## src/design/usf_params.svh

```systemverilog
// Behaviour
// - Pause match halts tx after current char
// - Pause match sets flag, irq if enabled
// - Resume match restarts tx, clears flag
// - Character registers reset to zero
// - Double mode matches two consecutive chars
// - Consumed flow chars never reach FIFO
// - Send pause two char times after trigger
// - Send resume at fill one level below
// - Special char still stored in FIFO
// - Special char match sets status flag
// - Compare only word length bits
// - Bit 0 matches first received bit
// - IR zero bit gives 3/16 high pulse
// - IR mode enables codec, tx idles low
// - IR rx idles low, pulse decodes high
// - Rx polarity inversion in IR mode
// - Sleep only when all idle conditions hold
// - Oscillator stopped while asleep
// - Wake on start edge, tx write, modem change
// - Re-sleep after service, never with irq
// - Auto sleep until sleep enable cleared
`ifndef USF_PARAMS_SVH
`define USF_PARAMS_SVH
// ----------------------------------------
// Character registers
// ----------------------------------------
`define USF_CHAR_RST   8'h00
`define USF_SEL_P1     2'h0
`define USF_SEL_P2     2'h1
`define USF_SEL_R1     2'h2
`define USF_SEL_R2     2'h3
// ----------------------------------------
// Fill levels, trigger and resume
// ----------------------------------------
`define USF_TRIG0      5'h01
`define USF_TRIG1      5'h04
`define USF_TRIG2      5'h08
`define USF_TRIG3      5'h0e
`define USF_RES0       5'h00
`define USF_RES1       5'h01
`define USF_RES2       5'h04
`define USF_RES3       5'h08
// ----------------------------------------
// Timing
// ----------------------------------------
`define USF_OVERS      16
`define USF_IR_TICKS   5'h03
`define USF_GAP_CHARS  2
`define USF_FRAME_BITS 5'h07
`endif

```

## src/design/usf_pkg.sv

```systemverilog
package usf_pkg;
  // Flow control match or send mode; code 3 is illegal
  typedef enum logic [1:0] {USF_FC_OFF, USF_FC_SINGLE, USF_FC_DOUBLE} usf_fc_mode_t;
  // Pause generation state
  typedef enum logic [1:0] {GEN_IDLE, GEN_WAIT, GEN_PAUSED} usf_gen_t;
  // Sleep state
  typedef enum logic {SLP_AWAKE, SLP_ASLEEP} usf_slp_t;
endpackage

```

## src/design/usf_irda.sv

```systemverilog
`timescale 1ns/100ps
`default_nettype none
`include "usf_params.svh"
module usf_irda
  import usf_pkg::*;
(
  // Clock and reset
  input  wire logic core_clk,
  input  wire logic nrst,
  // Control
  input  wire logic irda_en,
  input  wire logic rx_invert,
  input  wire logic baud16_tick,
  // Serial streams
  input  wire logic tx_nrz,
  input  wire logic tx_bit_start,
  input  wire logic rx_pin,
  output logic      tx_pin,
  output logic      rx_decoded
);
  logic [4:0] pulse_q;  // Remaining encoder pulse ticks
  logic [4:0] pulse_d;
  logic [4:0] str_q;    // Decoder stretch ticks
  logic       rx_lvl;   // Light level after polarity

  // Encoder pulse counter, restarted on each zero bit
  always_comb begin
    pulse_d = pulse_q;
    if (tx_bit_start && !tx_nrz) begin
      pulse_d = `USF_IR_TICKS;
    end else if (baud16_tick && pulse_q != 5'h00) begin
      pulse_d = pulse_q - 5'h01;
    end
  end

  // Inversion only applies to the codec path
  assign rx_lvl = rx_pin ^ rx_invert;

  // Pins and counters; reset leaves the IR rx side idle low
  always_ff @(posedge core_clk or negedge nrst) begin
    if (!nrst) begin
      pulse_q    <= 5'h00;
      str_q      <= 5'h00;
      tx_pin     <= 1'b0;
      rx_decoded <= 1'b0;
    end else begin
      pulse_q <= pulse_d;
      if (rx_lvl) begin
        str_q <= 5'(`USF_OVERS);
      end else if (baud16_tick && str_q != 5'h00) begin
        str_q <= str_q - 5'h01;
      end
      tx_pin     <= irda_en ? (pulse_d != 5'h00) : tx_nrz;
      rx_decoded <= irda_en ? (rx_lvl || str_q != 5'h00) : rx_pin;
    end
  end
endmodule
`default_nettype wire

```

## src/design/usf_sleep.sv

```systemverilog
`timescale 1ns/100ps
`default_nettype none
`include "usf_params.svh"
module usf_sleep
  import usf_pkg::*;
(
  // Clock and reset
  input  wire logic core_clk,
  input  wire logic nrst,
  // Enables and pending state of both channels
  input  wire logic sleep_en,
  input  wire logic peer_sleep_en,
  input  wire logic own_irq_pending,
  input  wire logic peer_irq_pending,
  input  wire logic modem_delta_any,
  input  wire logic tx_idle,
  // Wake sources
  input  wire logic rx_pin,
  input  wire logic rx_pin_peer,
  input  wire logic thr_write,
  input  wire logic modem_in_change,
  // Oscillator control
  output logic      osc_run,
  output logic      asleep
);
  usf_slp_t   slp_q;     // Sleep state
  logic [1:0] rx_prev_q; // Previous rx levels for start edges
  logic       wake;      // Any wake event
  logic       may_sleep; // All entry conditions

  // Falling rx edge, transmit write, modem change or enable drop
  assign wake = (rx_prev_q[0] && !rx_pin) || (rx_prev_q[1] && !rx_pin_peer) || thr_write
              || modem_in_change || !sleep_en || !peer_sleep_en;
  // Delta bits stay set until the host reads modem status
  assign may_sleep = sleep_en && peer_sleep_en && !own_irq_pending && !peer_irq_pending
                   && !modem_delta_any && rx_pin && rx_pin_peer && tx_idle && !wake;

  // Sleep state; this logic must sit on a clock that never stops
  always_ff @(posedge core_clk or negedge nrst) begin
    if (!nrst) begin
      slp_q     <= SLP_AWAKE;
      rx_prev_q <= 2'h3;
      osc_run   <= 1'b1;
      asleep    <= 1'b0;
    end else begin
      rx_prev_q <= {rx_pin_peer, rx_pin};
      unique case (slp_q)
        SLP_AWAKE: begin
          if (may_sleep) begin
            slp_q   <= SLP_ASLEEP;
            osc_run <= 1'b0;
            asleep  <= 1'b1;
          end
        end
        SLP_ASLEEP: begin
          if (wake) begin
            slp_q   <= SLP_AWAKE;
            osc_run <= 1'b1;
            asleep  <= 1'b0;
          end
        end
      endcase
    end
  end
endmodule
`default_nettype wire

```

## src/design/usf_top.sv

```systemverilog
`timescale 1ns/100ps
`default_nettype none
`include "usf_params.svh"
module usf_top
  import usf_pkg::*;
(
  // Clock and reset
  input  wire logic         core_clk,
  input  wire logic         nrst,
  // Flow control configuration
  input  var  usf_fc_mode_t rx_fc_mode,
  input  var  usf_fc_mode_t tx_fc_mode,
  input  wire logic         special_det_en,
  input  wire logic         pause_irq_en,
  input  wire logic [1:0]   word_len,
  input  wire logic [1:0]   rx_trig_sel,
  // Infrared configuration
  input  wire logic         irda_en,
  input  wire logic         rx_invert,
  // Character register write port
  input  wire logic         char_wr,
  input  wire logic [1:0]   char_sel,
  input  wire logic [7:0]   char_wdata,
  // Status
  input  wire logic         flag_clr,
  output logic              pause_flag,
  output logic              pause_irq,
  output logic              tx_halted,
  // Receiver side
  input  wire logic         rx_char_valid,
  input  wire logic [7:0]   rx_char,
  input  wire logic [4:0]   rx_fill,
  output logic              rxf_push,
  output logic [7:0]        rxf_data,
  // Transmit FIFO side
  input  wire logic         txf_valid,
  input  wire logic [7:0]   txf_data,
  output logic              txf_pop,
  // Transmit shifter side
  input  wire logic         sh_ready,
  input  wire logic         baud16_tick,
  input  wire logic         tx_nrz,
  input  wire logic         tx_bit_start,
  output logic              sh_valid,
  output logic [7:0]        sh_data,
  // Serial pins
  input  wire logic         rx_pin,
  output logic              tx_pin,
  output logic              rx_decoded,
  // Sleep
  input  wire logic         sleep_en,
  input  wire logic         peer_sleep_en,
  input  wire logic         own_irq_pending,
  input  wire logic         peer_irq_pending,
  input  wire logic         modem_delta_any,
  input  wire logic         rx_pin_peer,
  input  wire logic         thr_write,
  input  wire logic         modem_in_change,
  input  wire logic         tx_idle,
  output logic              osc_run,
  output logic              asleep
);
  // ----------------------------------------
  // Character registers and matching
  // ----------------------------------------
  logic [7:0] chr_q [4];  // Pause 1, pause 2, resume 1, resume 2
  logic       hit_p1;     // Match flags for the current char
  logic       hit_p2;
  logic       hit_r1;
  logic       hit_r2;
  logic       spec_hit;   // Special character seen

  // Masked compare; bit 0 is the first bit on the line
  function automatic logic chr_eq(input logic [7:0] a, input logic [7:0] b, input logic [1:0] wl);
    logic [7:0] m;
    m = 8'hff >> (2'h3 - wl);
    return ((a ^ b) & m) == 8'h00;
  endfunction

  // Host writes; reset values are zero
  always_ff @(posedge core_clk or negedge nrst) begin
    if (!nrst) begin
      for (int i = 0; i < 4; i++) begin
        chr_q[i] <= `USF_CHAR_RST;
      end
    end else if (char_wr) begin
      chr_q[char_sel] <= char_wdata;
    end
  end

  assign hit_p1   = chr_eq(rx_char, chr_q[`USF_SEL_P1], word_len);
  assign hit_p2   = chr_eq(rx_char, chr_q[`USF_SEL_P2], word_len);
  assign hit_r1   = chr_eq(rx_char, chr_q[`USF_SEL_R1], word_len);
  assign hit_r2   = chr_eq(rx_char, chr_q[`USF_SEL_R2], word_len);
  assign spec_hit = special_det_en && hit_p2;

  // ----------------------------------------
  // Receive filter
  // ----------------------------------------
  logic       hold_q;      // First char of a pair held back
  logic       hkind_q;     // Held kind, 1 for resume
  logic [7:0] hdata_q;     // Held char
  logic       late_q;      // Char deferred one cycle
  logic [7:0] late_data_q;
  logic       hold_d;
  logic       hkind_d;
  logic [7:0] hdata_d;
  logic       late_d;
  logic       push_d;
  logic [7:0] pdata_d;
  logic       do_pause;    // Pause sequence matched
  logic       do_resume;   // Resume sequence matched

  // Decide per char: store, hold, or consume
  always_comb begin
    push_d    = late_q;
    pdata_d   = late_data_q;
    hold_d    = hold_q;
    hkind_d   = hkind_q;
    hdata_d   = hdata_q;
    late_d    = 1'b0;
    do_pause  = 1'b0;
    do_resume = 1'b0;
    if (rx_char_valid) begin
      if (spec_hit || rx_fc_mode == USF_FC_OFF) begin
        // Special char is data as well as an event
        push_d  = 1'b1;
        pdata_d = rx_char;
      end else if (rx_fc_mode == USF_FC_SINGLE) begin
        if (hit_p1) begin
          do_pause = 1'b1;
        end else if (hit_r1) begin
          do_resume = 1'b1;
        end else begin
          push_d  = 1'b1;
          pdata_d = rx_char;
        end
      end else if (hold_q && (hkind_q ? hit_r2 : hit_p2)) begin
        // Second of a pair completes; both chars dropped
        do_pause  = !hkind_q;
        do_resume = hkind_q;
        hold_d    = 1'b0;
      end else begin
        // Broken pair: held char becomes data
        if (hold_q) begin
          push_d  = 1'b1;
          pdata_d = hdata_q;
        end
        hold_d  = hit_p1 || hit_r1;
        hkind_d = !hit_p1;
        hdata_d = rx_char;
        if (!(hit_p1 || hit_r1)) begin
          if (hold_q) begin
            late_d = 1'b1;
          end else begin
            push_d  = 1'b1;
            pdata_d = rx_char;
          end
        end
      end
    end
  end

  // Filter registers and FIFO push
  always_ff @(posedge core_clk or negedge nrst) begin
    if (!nrst) begin
      hold_q      <= 1'b0;
      hkind_q     <= 1'b0;
      hdata_q     <= 8'h00;
      late_q      <= 1'b0;
      late_data_q <= 8'h00;
      rxf_push    <= 1'b0;
      rxf_data    <= 8'h00;
    end else begin
      hold_q      <= hold_d && (rx_fc_mode == USF_FC_DOUBLE);
      hkind_q     <= hkind_d;
      hdata_q     <= hdata_d;
      late_q      <= late_d;
      late_data_q <= late_d ? rx_char : late_data_q;
      rxf_push    <= push_d;
      rxf_data    <= pdata_d;
    end
  end

  // Flag, halt and interrupt; a set beats a clear
  always_ff @(posedge core_clk or negedge nrst) begin
    if (!nrst) begin
      pause_flag <= 1'b0;
      tx_halted  <= 1'b0;
      pause_irq  <= 1'b0;
    end else begin
      if (do_pause || (rx_char_valid && spec_hit)) begin
        pause_flag <= 1'b1;
      end else if (do_resume || flag_clr) begin
        pause_flag <= 1'b0;
      end
      if (do_pause) begin
        tx_halted <= 1'b1;
      end else if (do_resume || rx_fc_mode == USF_FC_OFF) begin
        tx_halted <= 1'b0;
      end
      pause_irq <= pause_flag && pause_irq_en;
    end
  end

  // ----------------------------------------
  // Pause and resume generation
  // ----------------------------------------
  usf_gen_t   gen_q;
  logic [9:0] gap_q;      // Ticks left before pause goes out
  logic [9:0] gap_ticks;  // Two char times in 16x ticks
  logic [4:0] trig_lvl;
  logic [4:0] res_lvl;
  logic [1:0] fc_pend_q;  // Flow chars still to send
  logic       fc_kind_q;  // 1 for resume
  logic       fc_idx_q;   // Second char of a pair
  logic       req_pause;
  logic       req_resume;

  // Fill level table lookup
  function automatic logic [4:0] lvl(input logic [1:0] sel, input logic res);
    logic [4:0] t;
    unique case (sel)
      2'h0: t = res ? `USF_RES0 : `USF_TRIG0;
      2'h1: t = res ? `USF_RES1 : `USF_TRIG1;
      2'h2: t = res ? `USF_RES2 : `USF_TRIG2;
      2'h3: t = res ? `USF_RES3 : `USF_TRIG3;
    endcase
    return t;
  endfunction

  assign trig_lvl  = lvl(rx_trig_sel, 1'b0);
  assign res_lvl   = lvl(rx_trig_sel, 1'b1);
  // Start, data and stop bits, no parity counted
  assign gap_ticks = 10'(`USF_FRAME_BITS + 5'(word_len)) * 10'(`USF_GAP_CHARS * `USF_OVERS);
  assign req_pause = tx_fc_mode != USF_FC_OFF && gen_q == GEN_WAIT && gap_q == 10'h000
                   && fc_pend_q == 2'h0 && rx_fill > res_lvl;
  assign req_resume = tx_fc_mode != USF_FC_OFF && gen_q == GEN_PAUSED && rx_fill <= res_lvl
                    && fc_pend_q == 2'h0;

  // Fill watcher
  always_ff @(posedge core_clk or negedge nrst) begin
    if (!nrst) begin
      gen_q <= GEN_IDLE;
      gap_q <= 10'h000;
    end else if (tx_fc_mode == USF_FC_OFF) begin
      gen_q <= GEN_IDLE;
    end else begin
      unique case (gen_q)
        GEN_IDLE: begin
          if (rx_fill >= trig_lvl) begin
            gen_q <= GEN_WAIT;
            gap_q <= gap_ticks;
          end
        end
        GEN_WAIT: begin
          if (rx_fill <= res_lvl) begin
            gen_q <= GEN_IDLE;
          end else if (req_pause) begin
            gen_q <= GEN_PAUSED;
          end else if (baud16_tick && gap_q != 10'h000) begin
            gap_q <= gap_q - 10'h001;
          end
        end
        GEN_PAUSED: begin
          if (req_resume) begin
            gen_q <= GEN_IDLE;
          end
        end
        default: gen_q <= GEN_IDLE;
      endcase
    end
  end

  // ----------------------------------------
  // Transmit arbiter
  // ----------------------------------------
  // Only loads when the shifter slot is free, so nothing is cut off
  always_ff @(posedge core_clk or negedge nrst) begin
    if (!nrst) begin
      fc_pend_q <= 2'h0;
      fc_kind_q <= 1'b0;
      fc_idx_q  <= 1'b0;
      sh_valid  <= 1'b0;
      sh_data   <= 8'h00;
      txf_pop   <= 1'b0;
    end else begin
      txf_pop <= 1'b0;
      if (sh_valid && sh_ready) begin
        sh_valid <= 1'b0;
      end
      if (req_pause || req_resume) begin
        fc_pend_q <= (tx_fc_mode == USF_FC_DOUBLE) ? 2'h2 : 2'h1;
        fc_kind_q <= req_resume;
        fc_idx_q  <= 1'b0;
      end else if (!sh_valid && !txf_pop && fc_pend_q != 2'h0) begin
        // Select order matches pause/resume, first/second
        sh_valid  <= 1'b1;
        sh_data   <= chr_q[{fc_kind_q, fc_idx_q}];
        fc_pend_q <= fc_pend_q - 2'h1;
        fc_idx_q  <= 1'b1;
      end else if (!sh_valid && !txf_pop && txf_valid && !tx_halted) begin
        sh_valid <= 1'b1;
        sh_data  <= txf_data;
        txf_pop  <= 1'b1;
      end
    end
  end

  // ----------------------------------------
  // Infrared codec and sleep control
  // ----------------------------------------
  usf_irda u_irda (
    .core_clk    (core_clk),
    .nrst        (nrst),
    .irda_en     (irda_en),
    .rx_invert   (rx_invert),
    .baud16_tick (baud16_tick),
    .tx_nrz      (tx_nrz),
    .tx_bit_start(tx_bit_start),
    .rx_pin      (rx_pin),
    .tx_pin      (tx_pin),
    .rx_decoded  (rx_decoded)
  );

  usf_sleep u_sleep (
    .core_clk        (core_clk),
    .nrst            (nrst),
    .sleep_en        (sleep_en),
    .peer_sleep_en   (peer_sleep_en),
    .own_irq_pending (own_irq_pending),
    .peer_irq_pending(peer_irq_pending),
    .modem_delta_any (modem_delta_any),
    .tx_idle         (tx_idle),
    .rx_pin          (rx_pin),
    .rx_pin_peer     (rx_pin_peer),
    .thr_write       (thr_write),
    .modem_in_change (modem_in_change),
    .osc_run         (osc_run),
    .asleep          (asleep)
  );
endmodule
`default_nettype wire
```

## config.mk

```make
export PLATFORM = sky130hd
export DESIGN_NAME = usf_top
export DESIGN_NICKNAME = d
export VERILOG_FILES = /design/src/design/usf_pkg.sv /design/src/design/usf_irda.sv /design/src/design/usf_sleep.sv /design/src/design/usf_top.sv
export VERILOG_INCLUDE_DIRS = /design/src /design/src/design
export SDC_FILE = /design/constraint.sdc
export NUM_CORES = 1
export LEC_CHECK = 0
export BUFFER_PORTS_ARGS = -buffer_cell sky130_fd_sc_hd__buf_2
export CAP_MARGIN = 10
export CORE_ASPECT_RATIO = 0.9
export CORE_UTILIZATION = 32
export DETAILED_ROUTE_END_ITERATION = 16
export GPL_ROUTABILITY_DRIVEN = 0
export HOLD_SLACK_MARGIN = 0.06
export PLACE_DENSITY = 0.52
export SLEW_MARGIN = 20
export SYNTH_ARGS = -nofsm -noshare
export SYNTH_HDL_FRONTEND = slang
export SYNTH_SLANG_ARGS = --single-unit
```

## constraint.sdc

```tcl
create_clock -name core_clk -period 2.5 [get_ports core_clk]
set_input_delay 0.75 -clock core_clk [delete_from_list [all_inputs] [get_ports core_clk]]
set_output_delay 0.75 -clock core_clk [all_outputs]
set_load 0.005 [all_outputs]
```

# --- After elaboration in Yosys (flattened, before gate mapping) ---
# Index checks and enable logic that the tools add are counted.
totals:
  ff_bits: 106
  latch_bits: 0
  mem_bits_rw: 0
  rom_bits: 0
  in_bits: 63
  out_inout_bits: 26
  elab_cells: 254
  mem_count: 0
classes:
  n_addsub: 6
  mul: 0
  n_div: 0
  n_lt_le_gt_ge: 6
  n_eq_ne: 17
  n_shift: 1
  muxes: 92
  n_bitwise: 17
  n_reduce_logical: 85
ops:
  columns: ["op", "count"]
  rows:
  - ["$mux W8", 14]
  - ["$mux W1", 52]
  - ["$mux W10", 4]
  - ["$pmux W5 S4", 2]
  - ["$and A8 B8 Y8", 4]
  - ["$bwmux W32", 1]
  - ["$logic_and A1 B1 Y1", 32]
  - ["$logic_not A8 Y1", 4]
  - ["$xor A8 B8 Y8", 4]
  - ["$mux W5", 4]
  - ["$pmux W10 S2", 1]
  - ["$bmux W8 S2", 1]
  - ["$demux W8 S2", 1]
  - ["$mux W2", 8]
  - ["$reduce_bool A2 Y1", 8]
  - ["$reduce_bool A5 Y1", 3]
  - ["$logic_not A1 Y1", 14]
  - ["$logic_or A1 B1 Y1", 12]
  - ["$eq A2 B2 Y1 const B", 5]
  - ["$logic_not A10 Y1", 1]
  - ["$logic_not A2 Y1", 5]
  - ["$reduce_bool A10 Y1", 1]
  - ["$sub A10 B1 Y10 const B", 1]
  - ["$sub A5 B1 Y5 const B", 2]
  - ["24 further kinds", 40]

# --- Depth between registers and ports, before layout ---
# Gate-level depths: netlist (run 1).
depth:
  ltp_word: 13
  depth_mapped: 11

# --- Modules after synthesis ---
# A second synthesis (run 1) with hierarchy kept.
unflattened:
  cells_unflattened: 556
  hier_area_um2: 6195.9
by_module_without_submodules:
  columns: ["module", "instances", "cells_per_inst", "area_each_um2"]
  rows:
  - ["usf_top", 1, 467, 5290.1]
  - ["usf_irda", 1, 69, 680.7]
  - ["usf_sleep", 1, 20, 225.2]

# --- Worst setup path before layout (run 1) ---
# Ideal clock, no wire load.
synth_path:
  path_kind: "input to register"
  from: "input port rx_trig_sel[0]"
  to: "register sh_data[0]"
  setup_time_ps: 125
  t_arrival_ps: 2640
  path_slack_ps: -264
  cell_stages: 9
  n_path_buf: 0
  path_cell_list: "inv_1 > nand2_1 > ha_1 > a41oi_1 > a21oi_1 > or3_1 > o21ai_1 > a21oi_2 > mux2_2"
synth_via:
  elab_chain_cells: 8
synth_rtl:
  columns: ["element", "line_no", "text"]
  rows:
  - ["from (decl)", "usf_top.sv:16", "input wire logic [1:0] rx_trig_sel,"]
  - ["$eq A2 B2 Y1, or another cell as far along", "usf_top.sv:223", "unique case (sel)"]
  - ["$pmux W5 S4 (*)", "usf_top.sv:223", null]
  - ["$le A5 B5 Y1", "usf_top.sv:238", "assign req_resume = tx_fc_mode != USF_FC_OFF && gen_q == GEN_PAUSED && rx_fill <= res_lvl"]
  - ["$logic_and A1 B1 Y1", "usf_top.sv:238", null]
  - ["$logic_and A1 B1 Y1", "usf_top.sv:239", "&& fc_pend_q == 2'h0;"]
  - ["$logic_or A1 B1 Y1 (*)", "usf_top.sv:292", "if (req_pause || req_resume) begin"]
  - ["$not A1 Y1 (no source line) (*)", null, null]
  - ["$reduce_and A2 Y1 (no source line) (*)", null, null]
  - ["to (signal assigned)", "usf_top.sv:299", "sh_data <= chr_q[{fc_kind_q, fc_idx_q}];"]
  - ["to (signal assigned)", "usf_top.sv:304", "sh_data <= txf_data;"]
  - ["to (decl)", "usf_top.sv:45", "output logic [7:0] sh_data,"]
# Mark *: on every way between the ends. The rest lies on a longest branch, timed or not. The select of a mux whose other input is x is not followed.
# A chain may end at the register's enable or synchronous reset.

# --- Final worst setup path (run 1) ---
layout_path:
  from: "input port rx_trig_sel[1]"
  to: "register fc_pend_q[0]"
layout_via:
  elab_chain_cells: 7
layout_rtl:
  columns: ["element", "line_no", "text"]
  rows:
  - ["$eq A2 B2 Y1, or another cell as far along", "usf_top.sv:223", null]
  - ["$pmux W5 S4 (*)", "usf_top.sv:223", null]
  - ["$le A5 B5 Y1", "usf_top.sv:238", null]
  - ["$logic_and A1 B1 Y1", "usf_top.sv:238", null]
  - ["$logic_and A1 B1 Y1", "usf_top.sv:239", null]
  - ["$logic_or A1 B1 Y1 (*)", "usf_top.sv:292", null]
  - ["$mux W2 or $reduce_bool A2 Y1 (tied branches)", null, null]
  - ["to (signal assigned)", "usf_top.sv:293", "fc_pend_q <= (tx_fc_mode == USF_FC_DOUBLE) ? 2'h2 : 2'h1;"]
  - ["to (signal assigned)", "usf_top.sv:300", "fc_pend_q <= fc_pend_q - 2'h1;"]
  - ["to (decl)", "usf_top.sv:214", "logic [1:0] fc_pend_q;"]
# Marked as above.

==> results of run 1 <==
## final cells by class
type	instances	area share (%)
timing repair buffer	147	12.3
antenna	1	0.0333
inverter	34	1.70
clock inverter	7	1.12
multi-input combinational	406	42.4
tap	240	4.00
clock buffer	9	3.00
sequential	106	35.4
## state kept, by name, summed over array words and instances, names as in the netlist, 2 cells and up
signal	flops
u_sleep.rx_prev_q	2
u_irda.str_q	5
u_irda.pulse_q	5
sh_data	8
fc_pend_q	2
gap_q	10
hdata_q	8
rxf_data	8
chr_q	32
gen_q	2
late_data_q	8
## stage by stage
| stage | hold WS, ns | power (mW) | cells |
|---|---|---|---|
| floorplan | 0.413 | 3.88 | 569 |
| detailed placement | 0.419 | 4.64 | 931 |
| finish | 0.388 | 6.14 | 950 |
| global placement | 0.421 | 4.57 | 931 |
| CTS | 0.397 | 6.17 | 947 |
| global route | 0.415 | 6.58 | 950 |
## cells by family (layout without fill, tap and decap cells)
logic type	Yosys count	after routing	share of synthesized area (%)
fa+ha+maj	16	16	3.36
compound gates	110	111	13.1
other cells	0	1	0
buf+inv	58	197	4.38
simple gates	170	170	14.0
flops	106	106	44.5
mux	67	67	14.2
xor+xnor	42	42	6.42
## routing by layer
metal	share of wire (%)	up-vias
met4	1.7	2
met3	3.5	16
li1	-	2302
met2	47	100
met1	48	2351
met5	0.078	-
## placed cells by master, fill, tap and decap left out, types with 3 or more instances in the layout
| master | synthesis | layout |
|---|---|---|
| o221a_2 | 7 | 7 |
| nand4_1 | 4 | 4 |
| or3_1 | 5 | 4 |
| mux2_4 | 4 | 11 |
| and2_1 | 4 | 4 |
| o32a_1 | 4 | 4 |
| a221o_1 | 4 | 4 |
| nor3_1 | 14 | 13 |
| buf_4 | 7 | 57 |
| and3_1 | 4 | 4 |
| mux2_2 | 45 | 38 |
| a21o_1 | 8 | 8 |
| ha_1 | 16 | 15 |
| xor2_1 | 32 | 32 |
| inv_1 | 33 | 31 |
| a22oi_1 | 7 | 7 |
| nor2b_1 | 5 | 5 |
| buf_2 | 2 | 87 |
| mux4_2 | 8 | 8 |
| nor2_1 | 32 | 32 |
| clkbuf_16 | 0 | 9 |
| dfstp_2 | 3 | 3 |
| mux2i_1 | 10 | 10 |
| inv_2 | 1 | 3 |
| xnor2_1 | 8 | 8 |
| dfrtp_1 | 103 | 103 |
| a21oi_1 | 16 | 15 |
| nand3_1 | 10 | 9 |
| buf_12 | 0 | 3 |
| o21ai_0 | 34 | 32 |
| o21ai_1 | 3 | 4 |
| a211oi_1 | 3 | 3 |
| nand2_1 | 60 | 59 |
| nand3b_1 | 3 | 3 |
| nand2b_1 | 9 | 9 |
| nor4_1 | 9 | 7 |
## where the power goes
part	leakage (nW)	switching (mW)	internal [mW]	total, mW
Combinational	2.09	1.10	1.11	2.21
Sequential	1.28	0.330	2.11	2.44
Clock	0.154	0.695	0.797	1.49
Total	3.53	2.12	4.02	6.14
## timing repair
action,in CTS,in global routing
setup endpoints to repair,0,23
resized for setup,0,8
setup buffers,0,1
## critical path: cells and delay by family
kind            cells  cell delay, ns
simple gates        3            0.51
compound gates      3            0.48
fa+ha+maj           1            0.33
mux                 1            0.33
buf+inv             2            0.31
## worst min-delay path by stage
stage / from / end / slack, ns / cells after the start
detailed placement: late_q$_DFF_PN0_ / rxf_push$_DFF_PN0_ / 0.42 / 1
CTS: nrst / gap_q[4]$_DFFE_PN0P_ / 0.40 / 1
global placement: late_q$_DFF_PN0_ / rxf_push$_DFF_PN0_ / 0.42 / 1
global route: nrst / gen_q[0]$_DFFE_PN0P_ / 0.41 / 1
floorplan: late_q$_DFF_PN0_ / rxf_push$_DFF_PN0_ / 0.41 / 1
finish: nrst / gen_q[0]$_DFFE_PN0P_ / 0.39 / 1
==> results.py, run 1 <==
metrics = {
    "run_status": {
        "status": "completed",
    },
    "grt": {
        "met2_usage_pct": 27.1,
        "grt_max_degree": 41,
        "track_usage_pct": 17.0,
        "antenna_found_initial": 2,
        "grt_pass1_wl_um": 25600,
        "gr-max-usage-layer": "met2",
        "use_met1_pct": 22.9,
        "grt_pass1_vias": 4944,
        "overflow": 0,
        "met3_usage_pct": 3.44,
    },
    "final_layout": {
        "final_area_um2": 7500,
        "drive_above_1_share_pct": 36.4,
        "postLayoutCoreUtil_pct": 41.8,
        "multiInputGateArea_um2": 3180,
        "nFillCells": 1754,
        "seq_area_um2": 2660,
        "syn2layout_area_growth_pct": 25.8,
        "final_net_count": 783,
    },
    "synthesis": {
        "async_flop_share_pct": 100,
        "synth_cell_types": 66,
        "syn_area_per_cell_um2": 10.5,
        "synth.area.top_cells": "dfrtp_1 43%, mux2_2 8.5%, xor2_1 4.7%, nand2_1 3.8%, ha_1 3.4%",
        "syn_nets": 648,
        "ys.flop_type": "dfrtp_1",
        "yosysWarnings": 0,
        "ys_ff_latch": 106,
        "syn_area_um2": 5960,
        "post-synth-top-count-cell": "dfrtp_1",
        "synth_top_area_share_pct": 43.2,
        "seq_area_frac_synth_pct": 44.5,
        "synth_edf_count": 0,
        "synth_common_cells": "103 x dfrtp_1, 60 x nand2_1, 45 x mux2_2",
        "synth_area_leader_cell": "dfrtp_1",
        "synth_cells": 569,
    },
    "die": {
        "initial_core_util_pct": 33.2,
        "core_um2": 18000,
        "dieArea_um2": 19200,
        "die_h_um": 132,
        "num_rows": 46,
        "die_w_um": 146,
        "io_pins": 89,
    },
    "placement": {
        "post_dp_cell_area_um2": 7150,
        "post-place-ws_ns": -0.364,
        "portBuffers": 88,
        "dpl.hpwl_um": 11800,
    },
    "timing": {
        "period_needed_ns": 2.45,
        "drv_slew": 0,
        "max_freq_ghz": 0.407,
        "finalSetupTns_ns": 0,
        "period_share_pct": 98.2,
        "setup_viol": 0,
        "layout_setup_ws_ns": 0.0457,
        "worstMarginPinSlew_ns": 0.589,
        "relSlewSlack_pct": 60.3,
        "finalHoldViolations": 0,
        "finClkSkew_ns": 0.0160,
        "rsz0062_at_grt": "true",
    },
    "worst_setup_path": {
        "arrival_ns": 2.70,
        "crit_slowest_cell": "or3_4",
        "end_kind": "flop",
        "path_class": "in2reg",
        "startpoint_type": "primary input",
        "timing.rr.end": "rxf_data[3]$_DFF_PN0_",
        "rrSetupSlack_ns": 0.28,
        "r2r-start": "chr_q[1]$_DFFE_PN0P_",
        "reg2reg_depth": 8,
        "worst-path-max-fanout": 5,
        "critPathMaxStageDelay_ns": 0.35,
        "worstSetupEndpoint": "fc_pend_q[0]$_DFFE_PN0P_",
        "crit_required_ns": 2.75,
        "path_cells": "buf_2, nand2_1, ha_1, nor2_1, a41oi_2, a21oi_2, or3_4, o21ai_4, buf_4, mux2_2",
        "cp-startpoint": "rx_trig_sel[1]",
    },
    "clocking": {
        "cts_tree": "built",
        "cts_made_buffers": 9,
        "cts_htree_levels": 3,
        "cts.clk_slew.worst_paths_ns": 0.08,
        "clk_latency_ns": 0.36,
        "ctsHoldBuffers": 0,
        "cts_num_sinks": 106,
        "cts-root-buf": "clkbuf_16",
        "clockBufferDepth": 2,
    },
    "power": {
        "p_per_area_nw_per_um2": 818,
        "p_leak_nw": 3.53,
        "ir_drop_mv": 0.425,
    },
    "routing": {
        "wl_per_cell_um": 16.3,
        "vias_per_cell": 5.02,
        "antenna_left": 0,
        "wirelength_um": 15500,
        "drt_pass1_iterations": 4,
        "vias": 4771,
        "drtIter0Drc": 223,
        "drcViolationCount": 0,
    },
    "hold_path": {
        "min_path_type": "in2async",
    },
    "job": {
        "maxCapViolations": 0,
    },
}
Power figures use the tool's default switching activity.
==> inputs of run 2 (changes only) <==
ABC_AREA = 1   (was unset)
CAP_MARGIN = 30   (was 10)
==> results.py, run 2 <==
metrics = {
    "timing": {
        "setup_viol": 0,
        "layout_setup_ws_ns": 0.383,
        "relSlewSlack_pct": 61.2,
        "worstMarginPinSlew_ns": 0.581,
        "finClkSkew_ns": 0.00744,
        "rsz0062_at_grt": "false",
        "period_share_pct": 84.7,
        "max_freq_ghz": 0.472,
        "finalHoldViolations": 0,
        "drv_slew": 0,
        "period_needed_ns": 2.12,
    },
    "worst_setup_path": {
        "path_class": "in2reg",
        "startpoint_type": "primary input",
        "worst-path-max-fanout": 9,
        "reg2reg_depth": 8,
        "end_kind": "flop",
        "rrSetupSlack_ns": 0.60,
        "arrival_ns": 2.35,
        "timing.rr.end": "sh_valid$_DFF_PN0_",
        "r2r-start": "gen_q[1]$_DFFE_PN0P_",
        "crit_required_ns": 2.73,
    },
    "placement": {
        "dp_cells": 1199,
        "post_dp_cell_area_um2": 7190,
        "post-place-ws_ns": -0.00534,
        "portBuffers": 88,
        "dpl.hpwl_um": 12500,
    },
    "grt": {
        "grt_max_degree": 51,
        "grt_pass1_vias": 5225,
        "grt_pass1_wl_um": 26800,
        "antenna_found_initial": 0,
        "overflow": 0,
        "track_usage_pct": 16.9,
    },
    "clocking": {
        "cts_tree": "built",
        "cts_setup_buffers": 0,
        "cts.clk_slew.worst_paths_ns": 0.07,
        "cts_resized": 0,
        "cts_num_sinks": 106,
        "clockBufferDepth": 2,
        "ctsHoldBuffers": 0,
        "cts_htree_levels": 3,
        "cts-root-buf": "clkbuf_16",
        "clk_latency_ns": 0.35,
        "cts_made_buffers": 9,
    },
    "synthesis": {
        "syn_nets": 937,
        "synth_cells": 858,
        "syn_area_per_cell_um2": 7.42,
        "synth.area.top_cells": "dfrtp_1 41%, nand2_1 17%, o21ai_0 5.5%, inv_1 5.5%, nand3_1 4.8%",
        "synth_common_cells": "285 x nand2_1, 103 x dfrtp_1, 93 x inv_1",
        "synth_edf_count": 0,
        "synth_cell_types": 47,
        "post-synth-top-count-cell": "nand2_1",
        "syn_area_um2": 6360,
        "synth_top_area_share_pct": 40.5,
        "async_flop_share_pct": 100,
        "yosysWarnings": 0,
        "ys.flop_type": "dfrtp_1",
        "seq_area_frac_synth_pct": 41.8,
        "synth_area_leader_cell": "dfrtp_1",
        "ys_ff_latch": 106,
    },
    "routing": {
        "wirelength_um": 16200,
        "vias_per_cell": 4.57,
        "wl_per_cell_um": 13.4,
        "drtIter0Drc": 366,
        "drcViolationCount": 0,
        "drt_pass1_iterations": 5,
        "antenna_left": 0,
        "vias": 5553,
    },
    "die": {
        "core_um2": 19300,
        "die_w_um": 151,
        "dieArea_um2": 20500,
        "initial_core_util_pct": 32.9,
        "num_rows": 48,
        "io_pins": 89,
        "die_h_um": 136,
    },
    "run_status": {
        "status": "completed",
    },
    "power": {
        "p_leak_nw": 3.90,
        "design_power_total_mw": 5.73,
        "ir_drop_mv": 0.320,
        "p_per_area_nw_per_um2": 764,
    },
    "final_layout": {
        "final_net_count": 1039,
        "nFillCells": 2042,
        "drive_above_1_share_pct": 19.0,
        "largestRegisters": "chr_q (32), gap_q (10)",
        "largest_register": "chr_q",
        "n_antenna_cell": 0,
        "fin_cells": 1214,
        "mostFrequentLayoutCell": "nand2_1",
        "largest_reg_flops": 32,
        "final_area_um2": 7500,
        "final_cell_mix": "285 x nand2_1, 103 x dfrtp_1, 93 x inv_1",
        "syn2layout_area_growth_pct": 17.8,
    },
    "hold_path": {
        "min_path_type": "in2async",
    },
    "job": {
        "maxCapViolations": 0,
    },
}
run 2: cell types whose count changed after synthesis, moves of 9 or more:
| cell | before | now |
|---|---|---|
| o21ai_2 | 0 | 16 |
| nand2b_1 | 9 | 0 |
| nand2_1 | 60 | 285 |
| xor2_1 | 32 | 5 |
| xnor2_1 | 8 | 17 |
| nor2_1 | 32 | 61 |
| inv_1 | 33 | 93 |
| nand3_1 | 10 | 61 |
| mux2_2 | 45 | 0 |
| mux2i_1 | 10 | 0 |
| o21ai_0 | 34 | 70 |
| nand2_2 | 1 | 10 |
run 2: cell families after synthesis:
family	synth area share (%)
xor+xnor	3.03
simple gates	30.1
compound gates	13.0
fa+ha+maj	3.15
buf+inv	9.01
flops	41.8
run 2: cell type report:
cell class / instances / area (um^2) / share of cell area (%)
Clock buffer: 10 / 239 / 3.19
Timing Repair Buffer: 116 / 691 / 9.21
Clock inverter: 5 / 62.6 / 0.835
Multi-Input combinational cell: 624 / 3130 / 41.8
Tap cell: 250 / 313 / 4.17
Inverter: 103 / 402 / 5.36
Sequential cell: 106 / 2660 / 35.4
run 2: report_power, final:
group / internal [mW] / switching (mW)
Clock: 0.807 / 0.665
Sequential: 2.08 / 0.276
Combinational: 0.748 / 1.16
Total: 3.63 / 2.10
run 2: how the worst max path moves through the flow:
stage	from	to	slack [ns]	cells after the start
after floorplan	rx_trig_sel[0]	gap_q[6]$_DFFE_PN0P_	0.21	12
after global placement	rx_trig_sel[1]	sh_valid$_DFF_PN0_	-0.007	13
after detailed placement	rx_trig_sel[0]	sh_valid$_DFF_PN0_	-0.005	15
after CTS	rx_trig_sel[0]	sh_valid$_DFF_PN0_	0.37	15
after global routing	rx_trig_sel[0]	sh_data[6]$_DFFE_PN0P_	0.14	15
final	rx_trig_sel[0]	sh_valid$_DFF_PN0_	0.38	15
run 2: worst max-delay path, cell delays in order:
cell and delay, ns:
buf_2 0.11, inv_1 0.08, nand2_1 0.06, ha_1 0.27, nand2_1 0.06, nor2_1 0.08, nand2_1 0.05, nand2_1 0.06
nand2_1 0.11, inv_1 0.10, nand3_1 0.09, nand2_1 0.18, inv_2 0.09, nand2_2 0.16, o21ai_0 0.11
run 2: per-stage QoR:
step	hold WS, ns	setup TNS, ns	util, %
6_report	0.244	0	38.8
3_3_place_gp	0.417	-0.00658	37.2
2_1_floorplan	0.409	0	-
5_1_grt	0.244	0	38.8
3_5_place_dp	0.417	-0.00913	37.2
4_1_cts	0.240	0	38.8
run 2: per-layer routing:
layer / share of wire, % / routed length, um / track usage, % / up-vias
met4: 1.1 / 180 / 4.72 / 0
met1: 53 / 8640 / 24.8 / 2477
li1: - / - / - / 2938
met2: 41 / 6650 / 25.1 / 126
met3: 4.6 / 745 / 3.06 / 12
met5: 0 / 0 / 0 / -
